$ cat src/verilog/pwdt_map.svh
// register offsets, field positions and timing counts of the watchdog
`ifndef PWDT_MAP_SVH
`define PWDT_MAP_SVH
`define PWDT_CTRL_OFF 12'h000
`define PWDT_STAT_OFF 12'h004
`define PWDT_MASK_OFF 12'h008
`define PWDT_COUNT_OFF 12'h00c
`define PWDT_PS_LSB 0
`define PWDT_IDLE_BIT 4
`define PWDT_RESTART_BIT 6
`define PWDT_EN_BIT 7
`define PWDT_CTRL_RESET 8'h00
`define PWDT_OSC_PER_CYC 12
`define PWDT_TIMER_BITS 14
`define PWDT_RST_HOLD 8'h10
`endif

$ cat src/verilog/pwdt_pkg.sv
// types of the watchdog
package pwdt_pkg;
   typedef enum logic [1:0] {PWDT_IDLE_S, PWDT_RUN_S, PWDT_HOLD_S} pwdt_state_t;
endpackage : pwdt_pkg

$ cat src/verilog/pwdt_top.sv
// prescaled watchdog timer with apb register access
`timescale 1ns/1ps
`include "pwdt_map.svh"
// What this block does
// - prescaler feeding 14-bit timer, overflow times out
// - counts only while run enable set
// - enabled time-out asserts wd_system_reset for 16 cycles, watchdog registers kept
// - chip reset leaves the watchdog disabled
// - chip reset clears timer and prescaler
// - restart bit clears timer, prescaler, itself
// - idle mode halts unless idle run set
// - select bits pick divide 2 to 256
// - interval is 2^14 times prescale times 12
// - idle stops the watchdog too unless idle run set
// - power-down freezes chain while cpu_power_down is high
module pwdt_top #(
   parameter int unsigned PS_BITS = 8,
   parameter int unsigned TIMER_BITS = `PWDT_TIMER_BITS
) (
   // clock and reset
   input wire logic pclk,
   input wire logic presetn,
   // apb slave
   input wire logic psel,
   input wire logic penable,
   input wire logic pwrite,
   input wire logic [11:0] paddr,
   input wire logic [31:0] pwdata,
   output logic [31:0] prdata,
   output logic pready,
   output logic pslverr,
   // power state of the processor
   input wire logic cpu_idle,
   input wire logic cpu_power_down,
   // outputs
   output logic wd_timeout_pulse,
   output logic wd_system_reset,
   output logic irq
);
   ////////////////////////////////////////////////////////////////////////////
   logic [7:0] ctrl_q;
   logic [3:0] osc_q;
   logic [PS_BITS-1:0] ps_q;
   logic [TIMER_BITS-1:0] tmr_q;
   logic stat_q, mask_q, restart_q;
   logic [7:0] hold_q;
   pwdt_pkg::pwdt_state_t st_q;
   logic [2:0] sel;
   logic [3:0] ps_stage;
   logic wr, rd, run, osc_tick, ps_tick, ovf;
   logic hit_ctrl, hit_stat, hit_mask, hit_count;
   logic wd_run_enable, wd_restart_request, wd_idle_run;
   logic wd_prescale_sel_bit2, wd_prescale_sel_bit1, wd_prescale_sel_bit0;
   logic [PS_BITS-1:0] ps_mask;
   logic [31:0] rd_mux;

   ////////////////////////////////////////////////////////////////////////////
   // bus qualifiers; every access completes in its first access cycle
   assign wr = psel && penable && pwrite;
   assign rd = psel && !penable && !pwrite;
   assign pready = 1'b1;
   assign pslverr = 1'b0;

   // register address decode
   assign hit_ctrl = (paddr == `PWDT_CTRL_OFF);
   assign hit_stat = (paddr == `PWDT_STAT_OFF);
   assign hit_mask = (paddr == `PWDT_MASK_OFF);
   assign hit_count = (paddr == `PWDT_COUNT_OFF);

   // control fields by name
   assign wd_run_enable = ctrl_q[`PWDT_EN_BIT];
   assign wd_restart_request = restart_q;
   assign wd_idle_run = ctrl_q[`PWDT_IDLE_BIT];
   assign wd_prescale_sel_bit2 = ctrl_q[`PWDT_PS_LSB + 2];
   assign wd_prescale_sel_bit1 = ctrl_q[`PWDT_PS_LSB + 1];
   assign wd_prescale_sel_bit0 = ctrl_q[`PWDT_PS_LSB];
   assign sel = {wd_prescale_sel_bit2, wd_prescale_sel_bit1, wd_prescale_sel_bit0};

   // enable, idle gating and power-down freeze
   assign run = wd_run_enable && !cpu_power_down &&
                (!cpu_idle || wd_idle_run);

   ////////////////////////////////////////////////////////////////////////////
   // select code to ratio exponent minus one (000:2, 010:4, 001:8, 011:16)
   always_comb begin
      case (sel)
         3'h0: ps_stage = 4'h0;
         3'h2: ps_stage = 4'h1;
         3'h1: ps_stage = 4'h2;
         3'h3: ps_stage = 4'h3;
         3'h4: ps_stage = 4'h4;
         3'h5: ps_stage = 4'h5;
         3'h6: ps_stage = 4'h6;
         default: ps_stage = 4'h7;
      endcase
   end

   // prescaler bits that must all be one at the last count of a ratio
   always_comb begin
      ps_mask = '0;
      for (int i = 0; i < PS_BITS; i++) begin
         if (i <= int'(ps_stage)) begin
            ps_mask[i] = 1'b1;
         end
      end
   end

   // twelve oscillator periods form one count of the prescaler
   // no tick in the restart cycle, so a restart never races a time-out
   assign osc_tick = run && !restart_q && (osc_q == 4'(`PWDT_OSC_PER_CYC - 1));
   assign ps_tick = osc_tick && ((ps_q & ps_mask) == ps_mask);
   assign ovf = ps_tick && (&tmr_q);

   ////////////////////////////////////////////////////////////////////////////
   // oscillator divider, prescaler and timer share one counter shape
   pwdt_count #(
      .WIDTH(4)
   ) i_osc (
      .clk(pclk),
      .rst_n(presetn),
      .clr(restart_q || osc_tick),
      .inc(run),
      .cnt_q(osc_q)
   );

   pwdt_count #(
      .WIDTH(PS_BITS)
   ) i_ps (
      .clk(pclk),
      .rst_n(presetn),
      .clr(restart_q),
      .inc(osc_tick),
      .cnt_q(ps_q)
   );

   pwdt_count #(
      .WIDTH(TIMER_BITS)
   ) i_tmr (
      .clk(pclk),
      .rst_n(presetn),
      .clr(restart_q),
      .inc(ps_tick),
      .cnt_q(tmr_q)
   );

   ////////////////////////////////////////////////////////////////////////////
   // control register; the restart bit is never stored, so it reads zero
   always_ff @(posedge pclk or negedge presetn) begin
      if (!presetn) begin
         ctrl_q <= `PWDT_CTRL_RESET;
      end else if (wr && hit_ctrl) begin
         ctrl_q <= pwdata[7:0] & 8'h97;
      end
   end

   // restart request lives one cycle, then clears itself
   always_ff @(posedge pclk or negedge presetn) begin
      if (!presetn) begin
         restart_q <= 1'b0;
      end else begin
         restart_q <= wr && hit_ctrl && pwdata[`PWDT_RESTART_BIT];
      end
   end

   ////////////////////////////////////////////////////////////////////////////
   // sticky time-out status, write one to clear, set wins
   always_ff @(posedge pclk or negedge presetn) begin
      if (!presetn) begin
         stat_q <= 1'b0;
      end else if (ovf) begin
         stat_q <= 1'b1;
      end else if (wr && hit_stat && pwdata[0]) begin
         stat_q <= 1'b0;
      end
   end

   // interrupt mask of the same layout
   always_ff @(posedge pclk or negedge presetn) begin
      if (!presetn) begin
         mask_q <= 1'b0;
      end else if (wr && hit_mask) begin
         mask_q <= pwdata[0];
      end
   end

   assign irq = stat_q && mask_q;

   ////////////////////////////////////////////////////////////////////////////
   // time-out pulse for one cycle
   always_ff @(posedge pclk or negedge presetn) begin
      if (!presetn) begin
         wd_timeout_pulse <= 1'b0;
      end else begin
         wd_timeout_pulse <= ovf;
      end
   end

   // reset sequencer state
   always_ff @(posedge pclk or negedge presetn) begin
      if (!presetn) begin
         st_q <= pwdt_pkg::PWDT_IDLE_S;
      end else begin
         case (st_q)
            pwdt_pkg::PWDT_IDLE_S: begin
               if (ovf) begin
                  st_q <= pwdt_pkg::PWDT_HOLD_S;
               end else if (wd_run_enable) begin
                  st_q <= pwdt_pkg::PWDT_RUN_S;
               end
            end
            pwdt_pkg::PWDT_RUN_S: begin
               if (ovf) begin
                  st_q <= pwdt_pkg::PWDT_HOLD_S;
               end else if (!wd_run_enable) begin
                  st_q <= pwdt_pkg::PWDT_IDLE_S;
               end
            end
            pwdt_pkg::PWDT_HOLD_S: begin
               if (hold_q == 8'h01) begin
                  st_q <= pwdt_pkg::PWDT_IDLE_S;
               end
            end
            default: begin
               st_q <= pwdt_pkg::PWDT_IDLE_S;
            end
         endcase
      end
   end

   // length of the generated reset
   always_ff @(posedge pclk or negedge presetn) begin
      if (!presetn) begin
         hold_q <= 8'h00;
      end else if (ovf && st_q != pwdt_pkg::PWDT_HOLD_S) begin
         hold_q <= `PWDT_RST_HOLD;
      end else if (st_q == pwdt_pkg::PWDT_HOLD_S) begin
         hold_q <= hold_q - 8'h01;
      end
   end

   // generated reset stands for the whole hold
   always_ff @(posedge pclk or negedge presetn) begin
      if (!presetn) begin
         wd_system_reset <= 1'b0;
      end else if (ovf && st_q != pwdt_pkg::PWDT_HOLD_S) begin
         wd_system_reset <= 1'b1;
      end else if (st_q == pwdt_pkg::PWDT_HOLD_S && hold_q == 8'h01) begin
         wd_system_reset <= 1'b0;
      end
   end

   ////////////////////////////////////////////////////////////////////////////
   // read data of the addressed register, zero when unmapped
   always_comb begin
      rd_mux = 32'h0000_0000;
      if (hit_ctrl) begin
         rd_mux = {24'h000000, ctrl_q};
      end else if (hit_stat) begin
         rd_mux = {31'h0, stat_q};
      end else if (hit_mask) begin
         rd_mux = {31'h0, mask_q};
      end else if (hit_count) begin
         rd_mux = 32'(tmr_q);
      end
   end

   // read data is captured in the setup cycle and stands through access
   always_ff @(posedge pclk or negedge presetn) begin
      if (!presetn) begin
         prdata <= 32'h0000_0000;
      end else if (rd) begin
         prdata <= rd_mux;
      end
   end

endmodule : pwdt_top

////////////////////////////////////////////////////////////////////////////////
// clearable up-counter; clear wins over count
module pwdt_count #(
   parameter int unsigned WIDTH = 4
) (
   // clock and reset
   input wire logic clk,
   input wire logic rst_n,
   // control
   input wire logic clr,
   input wire logic inc,
   // count
   output logic [WIDTH-1:0] cnt_q
);
   always_ff @(posedge clk or negedge rst_n) begin
      if (!rst_n) begin
         cnt_q <= '0;
      end else if (clr) begin
         cnt_q <= '0;
      end else if (inc) begin
         cnt_q <= cnt_q + WIDTH'(1);
      end
   end
endmodule : pwdt_count

$ cat config.mk
export PLATFORM = sky130hd
export DESIGN_NAME = pwdt_top
export DESIGN_NICKNAME = d
export VERILOG_FILES = /design/src/verilog/pwdt_pkg.sv /design/src/verilog/pwdt_top.sv
export VERILOG_INCLUDE_DIRS = /design/src /design/src/verilog
export SDC_FILE = /design/constraint.sdc
export NUM_CORES = 1
export LEC_CHECK = 0
export BUFFER_PORTS_ARGS = -buffer_cell sky130_fd_sc_hd__buf_2
export CELL_PAD_IN_SITES_DETAIL_PLACEMENT = 2
export CELL_PAD_IN_SITES_GLOBAL_PLACEMENT = 2
export CORE_MARGIN = 2
export CORE_UTILIZATION = 32
export DETAILED_ROUTE_END_ITERATION = 12
export PLACE_DENSITY_LB_ADDON = 0.1
export SETUP_SLACK_MARGIN = 0.1
export SYNTH_ARGS = -nofsm -noshare
export SYNTH_HDL_FRONTEND = slang
export SYNTH_HIERARCHICAL = 1
export SYNTH_SLANG_ARGS = --single-unit
$ cat constraint.sdc
create_clock -name pclk -period 2.93 [get_ports pclk]
set_input_delay 0.293 -clock pclk [delete_from_list [all_inputs] [get_ports pclk]]
set_output_delay 0.293 -clock pclk [all_outputs]
set_load 0.05 [all_outputs]
== After elaboration in Yosys (flattened, before gate mapping) ==
Cells that the tools add are included.
Operators by class
  bitwise operators: 1
  equality and inequality tests: 18
  magnitude comparators: 7
  reductions and logical operators: 36
  add/subtract/negate cells: 4
  multiplexer cells: 30
Operators with widths (count)
  14-bit two-way mux: 6
  8-bit two-way mux: 4
  12-bit by 4-bit equality test with 1-bit output (second input constant): 2
  3-bit one-hot mux with 7 select lines: 1
  1-bit logical AND: 18
  3-bit by 4-bit less-or-equal comparator with 1-bit output (first input constant): 4
  14-bit by 1-bit adder with 14-bit output (second input constant): 1
  14-bit AND reduction: 1
  12-bit by 3-bit equality test with 1-bit output (second input constant): 1
  12-bit logical NOT: 1
  2-bit nonzero test: 6
  1-bit two-way mux: 11
  2-bit two-way mux: 5
  3-bit equality test (second input constant): 3
  8-bit by 1-bit adder with 8-bit output (second input constant): 1
  8-bit AND: 1
  8-bit by 1-bit equality test with 1-bit output (second input constant): 1
  8-bit equality test: 1
  2-bit by 4-bit less-or-equal comparator with 1-bit output (first input constant): 2
  4-bit two-way mux: 2
  8-bit by 1-bit subtractor with 8-bit output (second input constant): 1
  3-bit by 2-bit equality test with 1-bit output (second input constant): 2
  3-bit != test (second input constant): 2
  2-bit one-hot mux with 3 select lines: 1
  other kinds (12): 18
Word-level totals
  output and inout bits: 37
  logic and storage cells: 108
  register bits after elaboration: 78
  bits of input ports: 51

== Logic depth before layout (Yosys ltp) ==
Gate-level depths: netlist of run 1.
  word-level depth: 10
  mapped depth: 8
  depth with buffers taken out: 7

== Modules after synthesis ==
The synthesis of run 1 kept the hierarchy.
Modules (own cells, without submodules)
  pwdt_top: cells each 177, instances 1, area each 1871.8 um2
  pwdt_count (i_tmr): cells each 70, instances 1, area each 729.4 um2
  pwdt_count (i_ps): cells each 37, instances 1, area each 396.6 um2
  pwdt_count (i_osc): cells each 16, instances 1, area each 192.7 um2

== Worst setup path after synthesis of run 1 ==
OpenSTA, ideal clock, no wires.
  kind: register to register
  from: register i_osc.cnt_q[2]
  to: register i_tmr.cnt_q[11]
  clock period less this slack: 2.193 ns
  cell stages (with the launch flop): 9
  path buffers: 1
  library setup time: 0.078 ns
  arrival: 2.115 ns
  slack: 0.737 ns
  path through: dfrtp_1 and4bb_1 nand4_1 or2_1 nor2_1 buf_4 o2111ai_2 or4_1 a21oi_1
On the way
  word-level cells in the longest chain between the ends: 4
RTL lines
  start, declared: line pwdt_top.sv:290  | output logic [WIDTH-1:0] cnt_q
  start signal, assigned: line pwdt_top.sv:298  | cnt_q <= cnt_q + WIDTH'(1);
  4-bit equality test: line pwdt_top.sv:110  | assign osc_tick = run && !restart_q && (osc_q == 4'(`PWDT_OSC_PER_CYC - 1));
  1-bit logical AND: line pwdt_top.sv:110
  1-bit logical AND: line pwdt_top.sv:111  | assign ps_tick = osc_tick && ((ps_q & ps_mask) == ps_mask);
  named net ps_tick: line pwdt_top.sv:50  | logic wr, rd, run, osc_tick, ps_tick, ovf;
  2-bit nonzero test (no source line)
  end signal, assigned: line pwdt_top.sv:298
  end, declared: line pwdt_top.sv:290
The timed path passes the listed nets, and every way through them passes these cells.
A chain may end at the register's enable or synchronous reset.

== Final worst setup path of run 1 ==
Ends and elaborated chain as after synthesis.

==> metrics.cfg, run 1 <==
[run_status]
outcome=finished clean

[synthesis]
synth_cells=300
ys.flop_type=dfrtp_1
synth_compound_gate_area_share=0.1478
synth-edff-count=0
synth_mux_area_frac=0.05176
synth.distinct_cells=55
ys_seq_area_frac=0.4706
syn_area_mm2=0.003191
yosys.area_share.simple=0.2035
synth.avg_cell_area_um2=10.64
ys_warn_count=6
postSynth.asyncResetShare=1.000
synth_adder_area_share=0.01961
synth_top_family_by_area=simple AND/OR/NAND/NOR gates
synth_xor_area_frac=0.03569
ys_ff_latch=60

[routing]
viasPerCell=5.057
route.vias.total=2468
postRouteWirelength_mm=8.483
wl_per_cell_um=17.38
first_iter_violations=69
ant_nets=0
firstDrtPassIters=4
drcViolationCount=0

[clocking]
cts_root_buf=clkbuf_8
cts_tree=built
clkTransAtPathRegs_ns=0.07
cts_buffers=9
post_cts_buffers=0
clock_path_buffers=2
clock-sinks=60
clock_latency_ns=0.34
cts-resized-gates=0
htree_levels=3
hold_buffers=1

[floorplanning]
core_mm2=0.009729
io_pins=88
die_y_um=103.9
die_w_um=103.9
die_area_mm2=0.01078
initial_utilization=0.3279
num_rows=36

[timing]
worst_slew_pin_slew_ns=0.7049
period_needed_ns=2.450
hold_violations=0
holdWs_ns=0.1632
setup_violations=0
fmaxAchievable_mhz=408.1
finalSetupTns_ns=0
slew_viol_final=0
rsz0062_at_grt=false
fin_skew_ns=0.008149
post-route-period-util=0.8363
timing.slew.headroom=0.5289

[finish]
n_fill_cell=1104
design_area_mm2=0.003659
drive_gt1_frac=0.2282
layout.nets=406
antenna_cells=0
area_delta_synth_final_pct=14.67

[global_routing]
grt_overflow=0
track_usage=0.1692
grt_pass1_vias=2701
grt_pass1_wl_mm=14.41
grt_start_max_net_pins=30
antenna_found_initial=0

[place]
postPlaceCellArea_mm2=0.003486
dp_hpwl_mm=6.147
gp_congestion=0.7548
portBuffers=41

[setup_path]
r2r_start=i_osc/cnt_q[2]$_DFFE_PN0P_
worst_setup_path_end_kind=flop
crit_start=i_osc/cnt_q[2]$_DFFE_PN0P_
worstPathMaxFanout=8
path_class=flop to flop
cp.required_ns=3.19
start_kind=flop
r2r_end=i_tmr/cnt_q[11]$_DFFE_PN0P_
endpoint=i_tmr/cnt_q[11]$_DFFE_PN0P_
r2r_setup_slack_ns=0.48
worstPathArrival_ns=2.71
reg2regPathDepth=8

[worst_hold_path]
hp-class=input port to flop

[pwr]
power_density_mw_per_mm2=436.0
vdd_drop_max_mv=0.1555
p_leak_nw=1.744

[run]
max-cap-violations=0

metrics by stage:
| step | power, mW | util | instances | worst slack [ns] |
|---|---|---|---|---|
| final | 1.595 | 0.3760 | 488 | 0.4796 |
| after floorplan | 0.9304 | - | 318 | 0.7371 |
| after global placement | 0.9503 | 0.3583 | 471 | 0.5564 |
| after CTS | 1.618 | 0.3760 | 488 | 0.4490 |
| after global routing | 1.668 | 0.3760 | 488 | 0.2563 |
| after detailed placement | 0.9518 | 0.3583 | 471 | 0.4689 |
layer usage:
| layer | vias up | share of wire | global-route usage |
|---|---|---|---|
| met4 | 0 | 0.014 | 0.06371 |
| met3 | 9 | 0.029 | 0.03321 |
| met1 | 1270 | 0.46 | 0.2224 |
| met5 | - | 0 | 0 |
| li1 | 1154 | - | - |
| met2 | 35 | 0.49 | 0.2768 |
state kept, by name (all words and copies together) (netlist names):
name              count
wd_system_reset       1
i_osc/cnt_q           4
hold_q                8
restart_q             1
wd_timeout_pulse      1
i_tmr/cnt_q          14
mask_q                1
i_ps/cnt_q            8
prdata               14
stat_q                1
ctrl_q                5
st_q                  2
cells by family after synthesis:
family                   after synthesis
AO/OA/AOI/OAI                         65
XOR/XNOR                              13
adder cells (fa/ha/maj)                5
buffers and inverters                 34
flip-flops                            60
multiplexers                          12
other                                  2
AND/OR/NAND/NOR                      109
layout make-up:
type	instances	area, um2	area share
Inverter	6	22.52	0.006156
Sequential cell	60	1501	0.4104
Clock inverter	2	10.01	0.002736
Timing Repair Buffer	49	267.8	0.07319
Clock buffer	14	152.6	0.04172
Multi-Input combinational cell	224	1538	0.4203
Tap cell	133	166.4	0.04549
report_power, final:
group          internal [mW]  switching, mW
sequential             0.828       0.000295
clock                  0.329          0.331
combinational         0.0177         0.0893
total                   1.17          0.420
worst min-delay path by stage:
stage | startpoint | endpoint | depth (start not counted)
after global routing | pwdata[6] | restart_q$_DFF_PN0_ | 2
after CTS | pwdata[6] | restart_q$_DFF_PN0_ | 2
after detailed placement | presetn | i_ps/cnt_q[2]$_DFFE_PN0P_ | 1
after floorplan | presetn | ctrl_q[0]$_DFFE_PN0P_ | 0
after global placement | presetn | i_ps/cnt_q[3]$_DFFE_PN0P_ | 1
final | pwdata[6] | restart_q$_DFF_PN0_ | 2
cells in the mapped netlist, types with 4 or more instances:
cell type  instances  share of area
a21o_1             5          0.012
nor3_1             5         0.0078
o21ai_0            6         0.0094
or4_1              6          0.014
inv_1              6         0.0071
buf_4             24          0.056
ha_1               5          0.020
nand4_1           10          0.020
o31ai_1            5          0.012
a22o_1            15          0.041
xnor2_1            4          0.011
dfrtp_1           60           0.47
nand2b_1           8          0.016
a21oi_1           18          0.028
or3_1              6          0.012
nand2_1           20          0.024
nand3_1            4         0.0063
mux2_4             6          0.028
xor2_1             9          0.025
nor2_1            23          0.027
layout by cell type (no fill, tap or decap), types with 5 or more instances in the layout:
master,instances
a21o_1,5
a21oi_1,18
a22o_1,15
buf_2,41
buf_4,7
clkbuf_8,10
conb_1,20
dfrtp_1,60
ha_1,5
inv_1,6
mux2_4,6
nand2_1,20
nand2b_1,8
nand4_1,10
nor2_1,23
nor3_1,5
o21ai_0,6
o31ai_1,5
or3_1,6
or4_1,6
xor2_1,9
worst max-delay path: stages (launching register included):
cell       delay (ns)
dfrtp_1          0.40
and4bb_1         0.28
nand4_1          0.12
or2_1            0.29
nor2_1           0.11
buf_4            0.18
o2111ai_2        0.22
or4_1            0.58
a21oi_1          0.19
No activity file was read; power rests on OpenSTA's default activity.
==> run 2: changes to the inputs <==
Settings changed: ABC_AREA set to 1, CORE_UTILIZATION 32 to 30.
Clock period 2.93 ns to 2.4 ns, I/O delays scaled along.
==> run 2 against run 1 <==
  * Combinational power is 50% higher
  * Synthesized cell count is 63% higher
  * Synthesized area increased by 15%
  * Sequential cell count did not move
  * Sequential power rose by 23%
  * Count of clock-buffer cells in the layout down 1
  * Global-route usage shrank 0.24 points
  * Via count rose by 33%
  * Die area grew 22%
  * Register-to-register slack worse by 0.05 ns
==> metrics.cfg, run 2 <==
[finish]
n_fill_cell=1419  ; +29%
final_cell_mix=nand2_1, nor2_1, inv_1
drive_gt1_frac=0.1900  ; -0.03813
final_common_cell=nand2_1
multi_input_area_mm2=0.001778  ; +16%
fin_cells=689  ; +41%
area_delta_synth_final_pct=16.19
antenna_cells=0  ; unchanged
largestRegisters=i_tmr/cnt_q (14), prdata (14)
layout.nets=594  ; +46%
regArea_mm2=0.001501  ; unchanged

[synthesis]
ys_seq_area_frac=0.4090  ; -0.06159
postSynth.asyncResetShare=1.000  ; unchanged
ys.flop_type=dfrtp_1
synth-edff-count=0  ; unchanged
syn_area_mm2=0.003671  ; +15%
ys_ff_latch=60  ; unchanged
synth.most_common_cell=nand2_1
ys_warn_count=6  ; unchanged
yosys.area.top_type=dfrtp_1
synth_cells=488  ; +63%
synth.distinct_cells=37  ; -33%
synthTopCellsByArea=dfrtp_1, nand2_1, nor2_1
yosys-top-cells-count=nand2_1, nor2_1, inv_1
netlist.area_leader.share=0.4090  ; -0.06159
synth.avg_cell_area_um2=7.523  ; -29%

[timing]
fmaxAchievable_mhz=508.8  ; +25%
timing.slew.headroom=0.6548  ; +0.1259
worst_slew_pin_slew_ns=0.5177  ; -0.1871 ns
period_needed_ns=1.965  ; -0.4850 ns
hold_violations=0  ; unchanged
post-route-period-util=0.8189  ; -0.01738
fin_skew_ns=0.005976  ; -0.002173 ns
rsz0062_at_grt=false
finalSetupTns_ns=0  ; unchanged
setup_violations=0  ; unchanged
slew_viol_final=0  ; unchanged

[setup_path]
cp_common_cell=nand2_1
worstPathMaxFanout=7  ; -1
worstPathArrival_ns=2.20  ; -0.51 ns
crit_buf_inv=3  ; +2
critPathTopFamily=simple AND/OR/NAND/NOR gates
worstPathCellList=inv_2 -> nand2_1 -> nand2_1 -> nand3_2 -> nor2_4 -> nand2_1 -> inv_2 -> nor2_4 -> nor3_4 -> nand2_1 -> nand2_1 -> nand2_1 -> nand2_1 -> inv_1
path_class=flop to flop
r2r_setup_slack_ns=0.43  ; -0.05 ns
slowest_delay_ns=0.46  ; -0.12 ns
start_kind=flop
crit_path_top_delay_cell=dfrtp_1
worst_setup_path_end_kind=flop
cp.required_ns=2.63  ; -0.56 ns

[routing]
drcViolationCount=0  ; unchanged
wl_per_cell_um=14.83  ; -15%
first_iter_violations=127  ; +84%
ant_nets=0  ; unchanged
postRouteWirelength_mm=10.22  ; +20%
viasPerCell=4.747  ; -6.1%
firstDrtPassIters=4  ; unchanged
route.vias.total=3271  ; +33%

[floorplanning]
die_y_um=114.6  ; +10%
die_area_mm2=0.01314  ; +22%
die_w_um=114.6  ; +10%
core_mm2=0.01196  ; +23%
initial_utilization=0.3069  ; -0.02103
num_rows=40  ; +11%
io_pins=88  ; unchanged

[pwr]
p_comb_frac=0.068  ; about the same
p_leak_nw=2.124  ; +22%
switching_power_mw=0.5824  ; +39%
switching_share=0.2455  ; -0.01793
p_int_mw=1.790  ; +52%
power_density_mw_per_mm2=556.2  ; +28%
clockPowerShare=0.503  ; +0.090
seq_power_share=0.429  ; -0.090
vdd_drop_max_mv=0.2158  ; +39%

[global_routing]
grt_pass1_wl_mm=17.15  ; +19%
grt_overflow=0  ; unchanged
antenna_found_initial=0  ; unchanged
grt_start_max_net_pins=29  ; -3.3%
grt_pass1_vias=3450  ; +28%
track_usage=0.1669  ; -0.002359

[run]
max-cap-violations=0  ; unchanged

[clocking]
htree_levels=3  ; unchanged
clkTransAtPathRegs_ns=0.05  ; -0.02 ns
cts_buffers=9  ; unchanged
clock-sinks=60  ; unchanged
clock_latency_ns=0.33  ; about the same
cts_root_buf=clkbuf_16
cts_tree=built
post_cts_buffers=0  ; unchanged
clock_path_buffers=2  ; unchanged

[place]
place_inst=673  ; +43%
portBuffers=41  ; unchanged
gp_congestion=0.7562  ; +0.19%
dp_hpwl_mm=7.958  ; +29%

[worst_hold_path]
hp-class=input port to flop

[run_status]
outcome=finished clean

[run 2: cell count changes in the layout (fill, tap and decap cells not counted), sizes merged, moves of 11 or more]
cell   change
a22o      -15
o21ai     +11
nand3     +41
nor2      +56
inv       +65
nand2     +98
[run 2: cell families (layout without fill, tap and decap cells)]
| family | Yosys count | count (layout) | share of synthesized area |
|---|---|---|---|
| AND/OR/NAND/NOR | 274 | 274 | 0.3654 |
| multiplexers | 1 | 1 | 0.004089 |
| other | 2 | 20 | 0.002046 |
| flip-flops | 60 | 60 | 0.4090 |
| AO/OA/AOI/OAI | 47 | 47 | 0.07260 |
| XOR/XNOR | 2 | 2 | 0.004773 |
| adder cells (fa/ha/maj) | 5 | 5 | 0.01704 |
| buffers and inverters | 97 | 133 | 0.1251 |
[run 2: final cells by class]
cell class                 count  share of cell area
clock inverter                 2            0.002347
clock buffer                  13             0.06102
tap                          147             0.04312
inverter                      71             0.06248
sequential                    60              0.3520
timing repair buffer          47             0.06219
multi-input combinational    349              0.4168
[run 2: worst reg2reg max path, stage by stage (launching register included)]
cell and delay, ns:
dfrtp_1 0.46, inv_2 0.15, nand2_1 0.07, nand2_1 0.10
nand3_2 0.11, nor2_4 0.14, nand2_1 0.09, inv_2 0.13
nor2_4 0.08, nor3_4 0.22, nand2_1 0.08, nand2_1 0.08
nand2_1 0.06, nand2_1 0.05, inv_1 0.03
[run 2: power by group through the flow]
stage	sequential [mW]	clock, mW	combinational [mW]
3_3_place_gp	1.03	0	0.160
4_1_cts	1.02	1.23	0.164
5_1_grt	1.02	1.29	0.174
2_1_floorplan	1.04	0	0.117
6_report	1.02	1.19	0.160
3_5_place_dp	1.04	0	0.162
[run 2: repair_timing]
| action | 4_1_cts | 5_1_grt |
|---|---|---|
| endpoints found under the setup margin | 0 | 2 |
| resized for setup | 0 | 1 |
| hold endpoints to repair | 18 | 0 |
| hold buffers | 1 | 0 |
[run 2: final timing paths]
check	startpoint	to	cells after the start
min in group asynchronous	presetn	prdata[12]$_DFFE_PN0P_	2
hold / removal	pwdata[6]	restart_q$_DFF_PN0_	3
setup / recovery	ctrl_q[2]$_DFFE_PN0P_	i_tmr/cnt_q[7]$_DFFE_PN0P_	14
hold reg to reg	prdata[2]$_DFFE_PN0P_	prdata[2]$_DFFE_PN0P_	2
max in group asynchronous	presetn	i_ps/cnt_q[4]$_DFFE_PN0P_	3
setup reg to reg	ctrl_q[2]$_DFFE_PN0P_	i_tmr/cnt_q[7]$_DFFE_PN0P_	14
[run 2: metrics by stage]
stage               setup WS, ns    util  power (mW)  hold slack (ns)  cell area, um2
floorplan                 0.5732       -       1.162         -0.05559            3739
global placement          0.4004  0.3332       1.195           0.2455            3985
detailed placement        0.3383  0.3332       1.197           0.2434            3985
CTS                       0.3187  0.3566       2.416           0.1486            4265
global route              0.1572  0.3566       2.477           0.1556            4265
finish                    0.4346  0.3566       2.372           0.1458            4265
[run 2: metal layers]
layer,vias to the layer above,wire length (um),track usage
met4,0,142,0.05610
met1,1595,4969,0.2223
met3,8,342,0.03706
li1,1615,-,-
met5,-,0,0
met2,53,4766,0.2679
